$ cat src/hdl/tgm_defs.svh
// Constants for the timer guard, monitor and transfer glue
`ifndef TGM_DEFS_SVH
`define TGM_DEFS_SVH
`define TGM_UNITS 2
`define TGM_PKT_N 8
`define TGM_PKT_IW 3
`define TGM_PKT_W 96
`define TGM_CH1_N 32
`define TGM_CH2_N 18
`define TGM_GPIO_W 8
`define TGM_DIS1_BIT 5
`define TGM_DIS2_BIT 2
`define TGM_CMP1_CH 31
`define TGM_CMP2_CH 0
`define TGM_TSTEP_NARROW 16'h0008
`define TGM_TSTEP_WIDE 16'h0010
`define TGM_MSTEP_32 32'h0000_0004
`define TGM_MSTEP_64 32'h0000_0008
`define TGM_CH2_PAD 14'h0000
`endif

$ cat src/hdl/tgm_pkg.sv
// Types shared by the timer glue design
package tgm_pkg;
  `include "tgm_defs.svh"

  typedef enum logic [1:0] {TGM_ONE_SHOT, TGM_CIRCULAR, TGM_AUTO_SWITCH} tgm_mode_type;
  typedef enum logic [1:0] {TGM_MEM_FIXED, TGM_MEM_STEP32, TGM_MEM_STEP64} tgm_mstep_type;
  typedef enum logic [1:0] {TGM_IDLE, TGM_FETCH, TGM_ISSUE, TGM_WAIT} tgm_xfer_type;

  typedef struct packed {
    logic [31:0] mem_a;
    logic [31:0] mem_b;
    logic [15:0] tmr_base;
    logic [7:0] count;
    tgm_mode_type mode;
    tgm_mstep_type mstep;
    logic tstep16;
    logic wide;
    logic to_mem;
  } tgm_pkt_type;

  typedef struct packed {
    logic req;
    logic [31:0] mem_addr;
    logic [15:0] tmr_addr;
    logic to_mem;
    logic wide;
  } tgm_mst_type;

  typedef struct packed {
    tgm_xfer_type st;
    logic [`TGM_PKT_IW-1:0] idx;
    logic [`TGM_PKT_N-1:0] en;
    logic [`TGM_PKT_N-1:0] pend;
    logic [`TGM_PKT_N-1:0] lost;
    logic [`TGM_PKT_N-1:0] bufsel;
    logic [7:0] cnt;
    tgm_pkt_type cur;
    tgm_mst_type mst;
    logic par_err;
    logic mpu_err;
    logic busy;
  } tgm_unit_type;

  typedef struct packed {
    logic [`TGM_CH1_N-1:0] pin1;
    logic [`TGM_CH1_N-1:0] oe1;
    logic [`TGM_CH2_N-1:0] pin2;
    logic [`TGM_CH2_N-1:0] oe2;
    logic [`TGM_CH1_N-1:0] mon1;
    logic [`TGM_CH2_N-1:0] mon2;
    logic cmp1;
    logic cmp2;
    tgm_unit_type [`TGM_UNITS-1:0] u;
  } tgm_state_type;
endpackage

$ cat src/hdl/tgm_pkt_ram.sv
// Control packet storage with registered read data
`timescale 1ns/1ps
module tgm_pkt_ram #(
  parameter int W = 96,
  parameter int D = 8,
  parameter int AW = 3
) (
  input wire logic clk_in,
  input wire logic nrst_in,
  input wire logic wr_en_in,
  input wire logic [AW-1:0] waddr_in,
  input wire logic [W-1:0] wdata_in,
  input wire logic rd_en_in,
  input wire logic [AW-1:0] raddr_in,
  output logic [W-1:0] rdata_out
);
  logic [W-1:0] mem_r [D];

  always_ff @(posedge clk_in) begin
    if (wr_en_in) begin
      mem_r[waddr_in] <= wdata_in;
    end
  end

  always_ff @(posedge clk_in or negedge nrst_in) begin
    if (!nrst_in) begin
      rdata_out <= '0;
    end else if (rd_en_in) begin
      rdata_out <= mem_r[raddr_in];
    end
  end
endmodule // tgm_pkt_ram

$ cat src/hdl/tgm_glue.sv
// Pin disable, cross monitoring, comparator taps and transfer units of two timers
// Operation
// - Disable low tri-states masked timer outputs
// - Port A bit 5, port B bit 2
// - Instance one channel 31 to comparator one
// - Instance two channel 0 to comparator two
// - Taps ahead of pad; internal-only channels
// - Timers observe each other, direction selectable
// - Eight request lines trigger matching packets
// - Eight packets each with two buffers
// - Packets in parity RAM, checked on read
// - 32/64-bit beats, 8/16 and fixed/4/8 steps
// - One-shot, circular and auto-switch buffer modes
// - Own protection window checks memory addresses
`timescale 1ns/1ps
`include "tgm_defs.svh"
module tgm_glue
  import tgm_pkg::*;
(
  input wire logic clk_in,
  input wire logic nrst_in,
  input wire logic [`TGM_CH1_N-1:0] tmr1_out_in,
  input wire logic [`TGM_CH1_N-1:0] tmr1_oe_in,
  input wire logic [`TGM_CH2_N-1:0] tmr2_out_in,
  input wire logic [`TGM_CH2_N-1:0] tmr2_oe_in,
  input wire logic [`TGM_CH1_N-1:0] output_disable_mask_1_in,
  input wire logic [`TGM_CH2_N-1:0] output_disable_mask_2_in,
  input wire logic [`TGM_GPIO_W-1:0] gpio_port_a_in,
  input wire logic [`TGM_GPIO_W-1:0] gpio_port_b_in,
  input wire logic [1:0] internal_only_in,
  input wire logic monitor_dir_in,
  input wire logic [`TGM_UNITS-1:0][`TGM_PKT_N-1:0] transfer_request_line_in,
  input wire logic [`TGM_UNITS-1:0] pkt_wr_in,
  input wire logic [`TGM_UNITS-1:0][`TGM_PKT_IW-1:0] pkt_idx_in,
  input wire tgm_pkt_type [`TGM_UNITS-1:0] pkt_data_in,
  input wire logic [`TGM_UNITS-1:0][`TGM_PKT_N-1:0] pkt_disable_in,
  input wire logic [`TGM_UNITS-1:0][`TGM_PKT_N-1:0] lost_clr_in,
  input wire logic [`TGM_UNITS-1:0] err_clr_in,
  input wire logic [`TGM_UNITS-1:0] mpu_en_in,
  input wire logic [`TGM_UNITS-1:0][31:0] mpu_lo_in,
  input wire logic [`TGM_UNITS-1:0][31:0] mpu_hi_in,
  input wire logic [`TGM_UNITS-1:0] mst_ack_in,
  output logic [`TGM_CH1_N-1:0] tmr1_pin_out,
  output logic [`TGM_CH1_N-1:0] tmr1_pin_oe_out,
  output logic [`TGM_CH2_N-1:0] tmr2_pin_out,
  output logic [`TGM_CH2_N-1:0] tmr2_pin_oe_out,
  output logic [`TGM_CH1_N-1:0] tmr1_monitor_out,
  output logic [`TGM_CH2_N-1:0] tmr2_monitor_out,
  output logic clock_comparator_one_clk_out,
  output logic clock_comparator_two_clk_out,
  output tgm_mst_type [`TGM_UNITS-1:0] mst_out,
  output logic [`TGM_UNITS-1:0][`TGM_PKT_N-1:0] pkt_en_out,
  output logic [`TGM_UNITS-1:0][`TGM_PKT_N-1:0] req_lost_out,
  output logic [`TGM_UNITS-1:0][`TGM_PKT_N-1:0] buf_sel_out,
  output logic [`TGM_UNITS-1:0] parity_err_out,
  output logic [`TGM_UNITS-1:0] mpu_err_out,
  output logic [`TGM_UNITS-1:0] busy_out
);
  tgm_state_type state_r;
  tgm_state_type state_nxt;
  logic [`TGM_UNITS-1:0] rd_en;
  logic [`TGM_UNITS-1:0][`TGM_PKT_W-1:0] rd_data;
  logic [`TGM_UNITS-1:0][`TGM_PKT_W-1:0] wr_word;

  // ==========================================================
  // Packet RAM, one per transfer unit
  genvar g;
  generate
    for (g = 0; g < `TGM_UNITS; g++) begin : g_unit
      // Even parity kept in the top bit
      assign wr_word[g] = {^pkt_data_in[g], pkt_data_in[g]};
      tgm_pkt_ram #(
        .W(`TGM_PKT_W),
        .D(`TGM_PKT_N),
        .AW(`TGM_PKT_IW)
      ) u_ram (
        .clk_in(clk_in),
        .nrst_in(nrst_in),
        .wr_en_in(pkt_wr_in[g]),
        .waddr_in(pkt_idx_in[g]),
        .wdata_in(wr_word[g]),
        .rd_en_in(rd_en[g]),
        .raddr_in(state_r.u[g].idx),
        .rdata_out(rd_data[g])
      );
    end
  endgenerate

  // ==========================================================
  // Next state
  always_comb begin
    logic dis1;
    logic dis2;
    logic [`TGM_PKT_N-1:0] done;
    logic [`TGM_PKT_N-1:0] kill;
    logic [31:0] off;
    logic [31:0] base;
    logic [31:0] maddr;
    logic [15:0] taddr;
    logic last;
    tgm_pkt_type pk;
    dis1 = 1'b0;
    dis2 = 1'b0;
    done = '0;
    kill = '0;
    off = '0;
    base = '0;
    maddr = '0;
    taddr = '0;
    last = 1'b0;
    pk = '0;
    state_nxt = state_r;
    rd_en = '0;

    // Disable is active low on the GPIO bits
    dis1 = ~gpio_port_a_in[`TGM_DIS1_BIT];
    dis2 = ~gpio_port_b_in[`TGM_DIS2_BIT];
    state_nxt.pin1 = tmr1_out_in;
    state_nxt.pin2 = tmr2_out_in;
    state_nxt.oe1 = tmr1_oe_in & ~({`TGM_CH1_N{dis1}} & output_disable_mask_1_in);
    state_nxt.oe2 = tmr2_oe_in & ~({`TGM_CH2_N{dis2}} & output_disable_mask_2_in);
    // Internal-only keeps the pad quiet; the tap still sees the raw output
    if (internal_only_in[0]) begin
      state_nxt.oe1[`TGM_CMP1_CH] = 1'b0;
    end
    if (internal_only_in[1]) begin
      state_nxt.oe2[`TGM_CMP2_CH] = 1'b0;
    end
    state_nxt.cmp1 = tmr1_out_in[`TGM_CMP1_CH];
    state_nxt.cmp2 = tmr2_out_in[`TGM_CMP2_CH];
    // Only one direction live, so no loop can form between the timers
    state_nxt.mon1 = monitor_dir_in ? '0 : {`TGM_CH2_PAD, tmr2_out_in};
    state_nxt.mon2 = monitor_dir_in ? tmr1_out_in[`TGM_CH2_N-1:0] : '0;

    for (int u = 0; u < `TGM_UNITS; u++) begin
      done = '0;
      kill = '0;
      pk = state_r.u[u].cur;
      // Clear first so an error raised below in the same cycle still lands
      if (err_clr_in[u]) begin
        state_nxt.u[u].par_err = 1'b0;
        state_nxt.u[u].mpu_err = 1'b0;
      end
      base = state_r.u[u].bufsel[state_r.u[u].idx] ? pk.mem_b : pk.mem_a;
      case (pk.mstep)
        TGM_MEM_STEP32: off = {24'h00_0000, state_r.u[u].cnt} * `TGM_MSTEP_32;
        TGM_MEM_STEP64: off = {24'h00_0000, state_r.u[u].cnt} * `TGM_MSTEP_64;
        default: off = '0;
      endcase
      maddr = base + off;
      taddr = pk.tmr_base + 16'(state_r.u[u].cnt) *
              (pk.tstep16 ? `TGM_TSTEP_WIDE : `TGM_TSTEP_NARROW);
      last = (state_r.u[u].cnt + 8'h01) >= pk.count;

      case (state_r.u[u].st)
        TGM_IDLE: begin
          if ((state_r.u[u].pend & state_r.u[u].en) != '0) begin
            // Lowest packet number wins
            for (int p = `TGM_PKT_N - 1; p >= 0; p--) begin
              if (state_r.u[u].pend[p] && state_r.u[u].en[p]) begin
                state_nxt.u[u].idx = p[`TGM_PKT_IW-1:0];
              end
            end
            state_nxt.u[u].st = TGM_FETCH;
          end
        end
        TGM_FETCH: begin
          // Index is stable now; data lands next cycle in ISSUE entry
          rd_en[u] = 1'b1;
          state_nxt.u[u].cnt = '0;
          state_nxt.u[u].st = TGM_ISSUE;
          state_nxt.u[u].cur = '0;
          state_nxt.u[u].mst.req = 1'b0;
        end
        TGM_ISSUE: begin
          if (state_r.u[u].cur.count == '0 && state_r.u[u].cnt == '0 &&
              !state_r.u[u].mst.req && state_r.u[u].cur == '0) begin
            if (^rd_data[u]) begin
              state_nxt.u[u].par_err = 1'b1;
              kill[state_r.u[u].idx] = 1'b1;
              state_nxt.u[u].st = TGM_IDLE;
            end else begin
              state_nxt.u[u].cur = rd_data[u][`TGM_PKT_W-2:0];
              state_nxt.u[u].mst.to_mem = rd_data[u][0];
            end
          end
          if (state_r.u[u].cur != '0) begin
            if (mpu_en_in[u] && (maddr < mpu_lo_in[u] || maddr > mpu_hi_in[u])) begin
              state_nxt.u[u].mpu_err = 1'b1;
              kill[state_r.u[u].idx] = 1'b1;
              state_nxt.u[u].st = TGM_IDLE;
            end else begin
              state_nxt.u[u].mst.req = 1'b1;
              state_nxt.u[u].mst.mem_addr = maddr;
              state_nxt.u[u].mst.tmr_addr = taddr;
              state_nxt.u[u].mst.to_mem = pk.to_mem;
              state_nxt.u[u].mst.wide = pk.wide;
              state_nxt.u[u].st = TGM_WAIT;
            end
          end
        end
        TGM_WAIT: begin
          if (mst_ack_in[u]) begin
            state_nxt.u[u].mst.req = 1'b0;
            state_nxt.u[u].cnt = state_r.u[u].cnt + 8'h01;
            state_nxt.u[u].st = last ? TGM_IDLE : TGM_ISSUE;
            if (last) begin
              done[state_r.u[u].idx] = 1'b1;
              case (pk.mode)
                TGM_ONE_SHOT: kill[state_r.u[u].idx] = 1'b1;
                TGM_AUTO_SWITCH: state_nxt.u[u].bufsel[state_r.u[u].idx] =
                  ~state_r.u[u].bufsel[state_r.u[u].idx];
                default: ; // Circular reuses the same buffer
              endcase
            end
          end
        end
        default: state_nxt.u[u].st = TGM_IDLE;
      endcase

      // Request n pends packet n of this unit only
      state_nxt.u[u].pend = (state_r.u[u].pend & ~done & ~kill) |
                            (transfer_request_line_in[u] & state_r.u[u].en);
      // Set wins over clear
      state_nxt.u[u].lost = (state_r.u[u].lost & ~lost_clr_in[u]) |
        (transfer_request_line_in[u] & state_r.u[u].pend & ~done & ~kill);
      state_nxt.u[u].en = (state_r.u[u].en & ~kill & ~pkt_disable_in[u]) |
        ({`TGM_PKT_N{pkt_wr_in[u]}} & (`TGM_PKT_N'(1) << pkt_idx_in[u]));
      if (pkt_wr_in[u]) begin
        state_nxt.u[u].bufsel[pkt_idx_in[u]] = 1'b0;
      end
      state_nxt.u[u].busy = (state_nxt.u[u].st != TGM_IDLE);
    end
  end

  // ==========================================================
  // State register
  always_ff @(posedge clk_in or negedge nrst_in) begin
    if (!nrst_in) begin
      state_r <= '0;
    end else begin
      state_r <= state_nxt;
    end
  end

  // ==========================================================
  // Outputs, all straight from state
  assign tmr1_pin_out = state_r.pin1;
  assign tmr1_pin_oe_out = state_r.oe1;
  assign tmr2_pin_out = state_r.pin2;
  assign tmr2_pin_oe_out = state_r.oe2;
  assign tmr1_monitor_out = state_r.mon1;
  assign tmr2_monitor_out = state_r.mon2;
  assign clock_comparator_one_clk_out = state_r.cmp1;
  assign clock_comparator_two_clk_out = state_r.cmp2;
  generate
    for (g = 0; g < `TGM_UNITS; g++) begin : g_out
      assign mst_out[g] = state_r.u[g].mst;
      assign pkt_en_out[g] = state_r.u[g].en;
      assign req_lost_out[g] = state_r.u[g].lost;
      assign buf_sel_out[g] = state_r.u[g].bufsel;
      assign parity_err_out[g] = state_r.u[g].par_err;
      assign mpu_err_out[g] = state_r.u[g].mpu_err;
      assign busy_out[g] = state_r.u[g].busy;
    end
  endgenerate
endmodule // tgm_glue

$ cat config.mk
export PLATFORM = sky130hd
export DESIGN_NAME = tgm_glue
export DESIGN_NICKNAME = d
export VERILOG_FILES = /design/src/hdl/tgm_pkg.sv /design/src/hdl/tgm_pkt_ram.sv /design/src/hdl/tgm_glue.sv
export VERILOG_INCLUDE_DIRS = /design/src /design/src/hdl
export SDC_FILE = /design/constraint.sdc
export NUM_CORES = 2
export LEC_CHECK = 0
export ABC_AREA = 1
export BUFFER_PORTS_ARGS = -buffer_cell sky130_fd_sc_hd__buf_2
export CAP_MARGIN = 30
export CELL_PAD_IN_SITES_DETAIL_PLACEMENT = 0
export CELL_PAD_IN_SITES_GLOBAL_PLACEMENT = 1
export CORE_MARGIN = 2
export CORE_UTILIZATION = 53
export CTS_CLUSTER_SIZE = 16
export DETAILED_ROUTE_END_ITERATION = 16
export PLACE_DENSITY_LB_ADDON = 0.1
export SKIP_LAST_GASP = 1
export SLEW_MARGIN = 20
export SYNTH_ARGS = -nofsm -noshare
export SYNTH_HDL_FRONTEND = slang
export SYNTH_SLANG_ARGS = --single-unit
$ cat constraint.sdc
create_clock -name clk_in -period 12.4 [get_ports clk_in]
set_clock_uncertainty 0.2 [all_clocks]
set_input_delay 0.62 -clock clk_in [delete_from_list [all_inputs] [get_ports clk_in]]
set_output_delay 0.62 -clock clk_in [all_outputs]
set_load 0.01 [all_outputs]
==> results.yml <==
run_status:
  run_status: "complete, no violations"
global_route:
  antenna_violations_before_repair: 59
  grt_max_degree: 155
  globalRouteTotalUtil_pct: 32.7
  grt_remaining_overflow: 0
  grt_pass1_vias: 62300
  global_route_wire_length_before_repair_um: 438000
routing:
  route.detailed.wl_per_inst_um: 27.3
  vias_per_cell: 5.78
  route.detailed.drc: 0
  finalWirelength_um: 304000
  detail_route.iter0.violations: 7154
  route.vias.total: 64400
  detailedRoute.firstPassIterationCount: 6
  final_antenna_net_count: 0
sta:
  finalCritPeriodShare_pct: 64.4
  hold_viol: 0
  finalWorstSetupSlack_ns: 4.41
  slew_violations: 0
  final.min_clock_period_ns: 7.99
  grt_setup_unrepaired: "false"
  worst_slew_pin_slew_ns: 1.05
  timing.setup.tns_ns: 0
  maxClockFrequency_mhz: 125
  slew_headroom_pct: 30.1
  setup_violations: 0
pwr:
  share_of_total_power_in_the_clock_network_pct: 27.6
  switching_power_mw: 9.92
  switching_share_pct: 37.7
  irDropWorstVdd_uv: 199
  power_report.internal_total_mw: 16.4
  share_seq_of_total_power_pct: 38.2
  power_per_cell_area_mw_per_mm2: 234
  comb_power_share_pct: 34.2
  static-leakage-power_nw: 45.2
worst_setup_path:
  cp_slowest_cell: "dfrtp_1"
  timing.critical_path.fanout_max: 63
  crit_required_ns: 12.92
  path_common_cell: "nand2_1"
  worst-setup-path-type: "reg2reg"
  max_stage_delay_ns: 0.74
  worstSetupStartpointType: "flop"
  timing.critical_path.to_type: "flop"
  r2r_slack_ns: 4.41
  cp_data_arrival_time_ns: 8.51
cells_and_area:
  fill_cells: 14100
  area_growth_pct: 17.8
  post-route-cell-area_mm2: 0.113
  final_layout_size_suffix_gt1_share_pct: 16.2
  num-nets-final: 9326
synth:
  ys_ff_latch: 2252
  synth_top_flop_cell: "edfxtp_1"
  synth.avg_cell_area_um2: 12.7
  post_synth_num_cell_types: 62
  ys.warnings.count: 0
  syn-instance-count: 7566
  synth.cell_area_mm2: 0.0958
  synth_sequential_area_ratio_pct: 66.9
  synth_async_sr_flop_share_pct: 31.8
  number_of_flops_mapped_to_enable_cells_by_yosys: 1536
floorplanning:
  std_cell_rows: 156
  core_region_area_mm2: 0.180
  die_area_mm2: 0.184
  initial_utilization_pct: 53.2
  dieWidth_um: 429
  io_pins: 859
  floorplan.die.height_um: 429
clock_network:
  clkTransAtPathRegs_ns: 0.06
  numClockSinks: 2252
  ctsLongestPathBuffers: 3
  insertion_delay_ns: 0.89
  cts_root_buffer: "clkbuf_16"
  tritoncts.num_buffers: 226
  cts_tree: "built"
  cts.htree.levels: 4
job:
  max_cap_violations: 0
place:
  dpl_worst_slack_ns: 4.69
  dpl.hpwl_um: 203000
  io_buffer_count: 830
  gp_congestion: 0.942
  post_dp_cell_area_mm2: 0.100
hold_path:
  worst_min_delay_path_category: "in2reg"
-- layout by cell type, fill, tap and decap left out, types with 35 or more instances in the layout --
| cell | synthesis | layout |
|---|---|---|
| clkinv_2 | 0 | 42 |
| dfrtp_1 | 716 | 716 |
| xnor2_1 | 307 | 307 |
| a21boi_0 | 99 | 99 |
| xor2_1 | 141 | 141 |
| a22oi_1 | 161 | 161 |
| ha_1 | 208 | 208 |
| o21ai_0 | 190 | 190 |
| buf_4 | 319 | 96 |
| nor2_4 | 2 | 37 |
| inv_1 | 723 | 721 |
| o21ai_1 | 137 | 137 |
| a21oi_1 | 168 | 168 |
| a22o_1 | 166 | 166 |
| clkbuf_16 | 0 | 227 |
| buf_2 | 24 | 829 |
| nand3_1 | 292 | 292 |
| edfxtp_1 | 1536 | 1536 |
| a41oi_1 | 163 | 163 |
| clkbuf_1 | 229 | 46 |
| a221oi_1 | 262 | 262 |
| o22ai_1 | 52 | 52 |
| nand4_1 | 47 | 47 |
| nor4_1 | 48 | 48 |
| nand2_1 | 917 | 915 |
| nor2_1 | 407 | 372 |
| bufinv_16 | 0 | 35 |
| dlygate4sd3_1 | 0 | 404 |
-- cell usage after synthesis, drive strengths merged, types with 3 or more instances --
cell | instances | area share (%)
o21ai | 347 | 1.9
nor4 | 50 | 0.34
xnor2 | 307 | 2.8
a2111oi | 7 | 0.064
nor2 | 421 | 1.7
edfxtp | 1536 | 48
a221oi | 262 | 2.4
nand2 | 925 | 3.7
fa | 18 | 0.38
o311a | 5 | 0.052
o22ai | 52 | 0.34
o21bai | 5 | 0.039
o221ai | 10 | 0.091
clkinv | 3 | 0.017
a21oi | 168 | 0.88
inv | 748 | 2.9
dfrtp | 716 | 19
clkbuf | 229 | 0.90
a21o | 5 | 0.039
nor4b | 3 | 0.027
o211ai | 5 | 0.050
buf | 385 | 2.9
a31oi | 12 | 0.078
xor2 | 141 | 1.3
o21a | 4 | 0.031
nand3 | 295 | 1.6
nor3 | 15 | 0.089
nand4 | 48 | 0.33
a22o | 166 | 1.5
a41oi | 163 | 1.5
a21boi | 99 | 0.78
a211oi | 8 | 0.063
a22oi | 161 | 1.3
ha | 208 | 2.7
a32oi | 28 | 0.26
-- final cells by class --
cell class	instances	area [um^2]	area share [%]
Multi-Input combinational cell	3975	25600	22.7
Inverter	751	2830	2.51
Antenna cell	24	60.1	0.0533
Tap cell	2370	2970	2.63
Sequential cell	2252	64000	56.8
Clock inverter	122	1740	1.54
Timing Repair Buffer	1343	9230	8.19
Clock buffer	304	6280	5.57
-- critical path: cells and delay by family (launching register included) --
family          cells  cell delay [ns]
simple gates       18             2.10
fa+ha+maj           2             0.79
compound gates     10             2.11
buf+inv             4             1.58
flops               1             0.74
xor+xnor            1             0.32
-- power by group through the flow --
stage          registers [mW]  logic, mW  clock network [mW]
2_1_floorplan            9.56       6.26                   0
5_1_grt                  10.1       9.93                7.64
3_5_place_dp             10.2       8.77                   0
4_1_cts                  10.0       8.96                7.35
3_3_place_gp             10.1       8.67                   0
6_report                 10.1       9.02                7.28
-- per-layer routing --
layer	global-route usage [%]	part of all wire, %	vias to the layer above
li1	-	-	28900
met1	48.4	44	32200
met3	7.52	9.4	460
met5	0	0.054	-
met4	9.73	3.0	26
met2	48.4	44	2837
-- worst paths after layout --
check	endpoint	cells after the start	from
worst min-delay path	tmr2_monitor_out[10]	3	monitor_dir_in
worst max register to register	req_lost_out[11]	35	state_r[383]
worst max-delay path	req_lost_out[11]	35	state_r[383]
min in group asynchronous	tmr1_pin_oe_out[1]	2	nrst_in
max in group asynchronous	g_unit[1].u_ram.rdata_out[84]	6	nrst_in
worst min register to register	mst_out[45]	2	mst_out[45]
-- through the flow --
stage	cells	power (mW)	utilization [%]	hold WS [ns]
finish	11100	26.4	62.6	0.142
floorplan	7592	15.8	-	0.124
global route	11100	27.7	62.6	0.122
CTS	11100	26.3	62.5	0.0743
global placement	10300	18.8	55.7	0.249
detailed placement	10300	18.9	55.8	0.259
-- registers in the layout, summed over array words and instances, names as in the netlist, 16 cells and up --
signal and count:
buf_sel_out 16, g_unit.u_ram.mem_r 1536, g_unit.u_ram.rdata_out 192, mst_out 102
pkt_en_out 16, req_lost_out 16, state_r 232, tmr1_monitor_out 18
tmr1_pin_oe_out 32, tmr1_pin_out 31, tmr2_monitor_out 18, tmr2_pin_oe_out 18
tmr2_pin_out 18
-- logic make-up (layout without fill, tap and decap cells) --
kind of cell,count (synthesis),in the layout,share of synthesized area [%]
AND/OR/NAND/NOR,1763,1763,7.78
buffers and inverters,1365,2520,6.79
AO/OA/AOI/OAI,1510,1510,11.4
adder cells (fa/ha/maj),226,226,3.09
other,2,52,0.00784
XOR/XNOR,448,448,4.10
flip-flops,2252,2252,66.9
-- timing repair --
action,CTS,global route
resized for setup,0,0
setup buffers,0,0
hold buffers,404,0
hold endpoints to repair,1809,0
No activity file was read; power rests on OpenSTA's default activity.
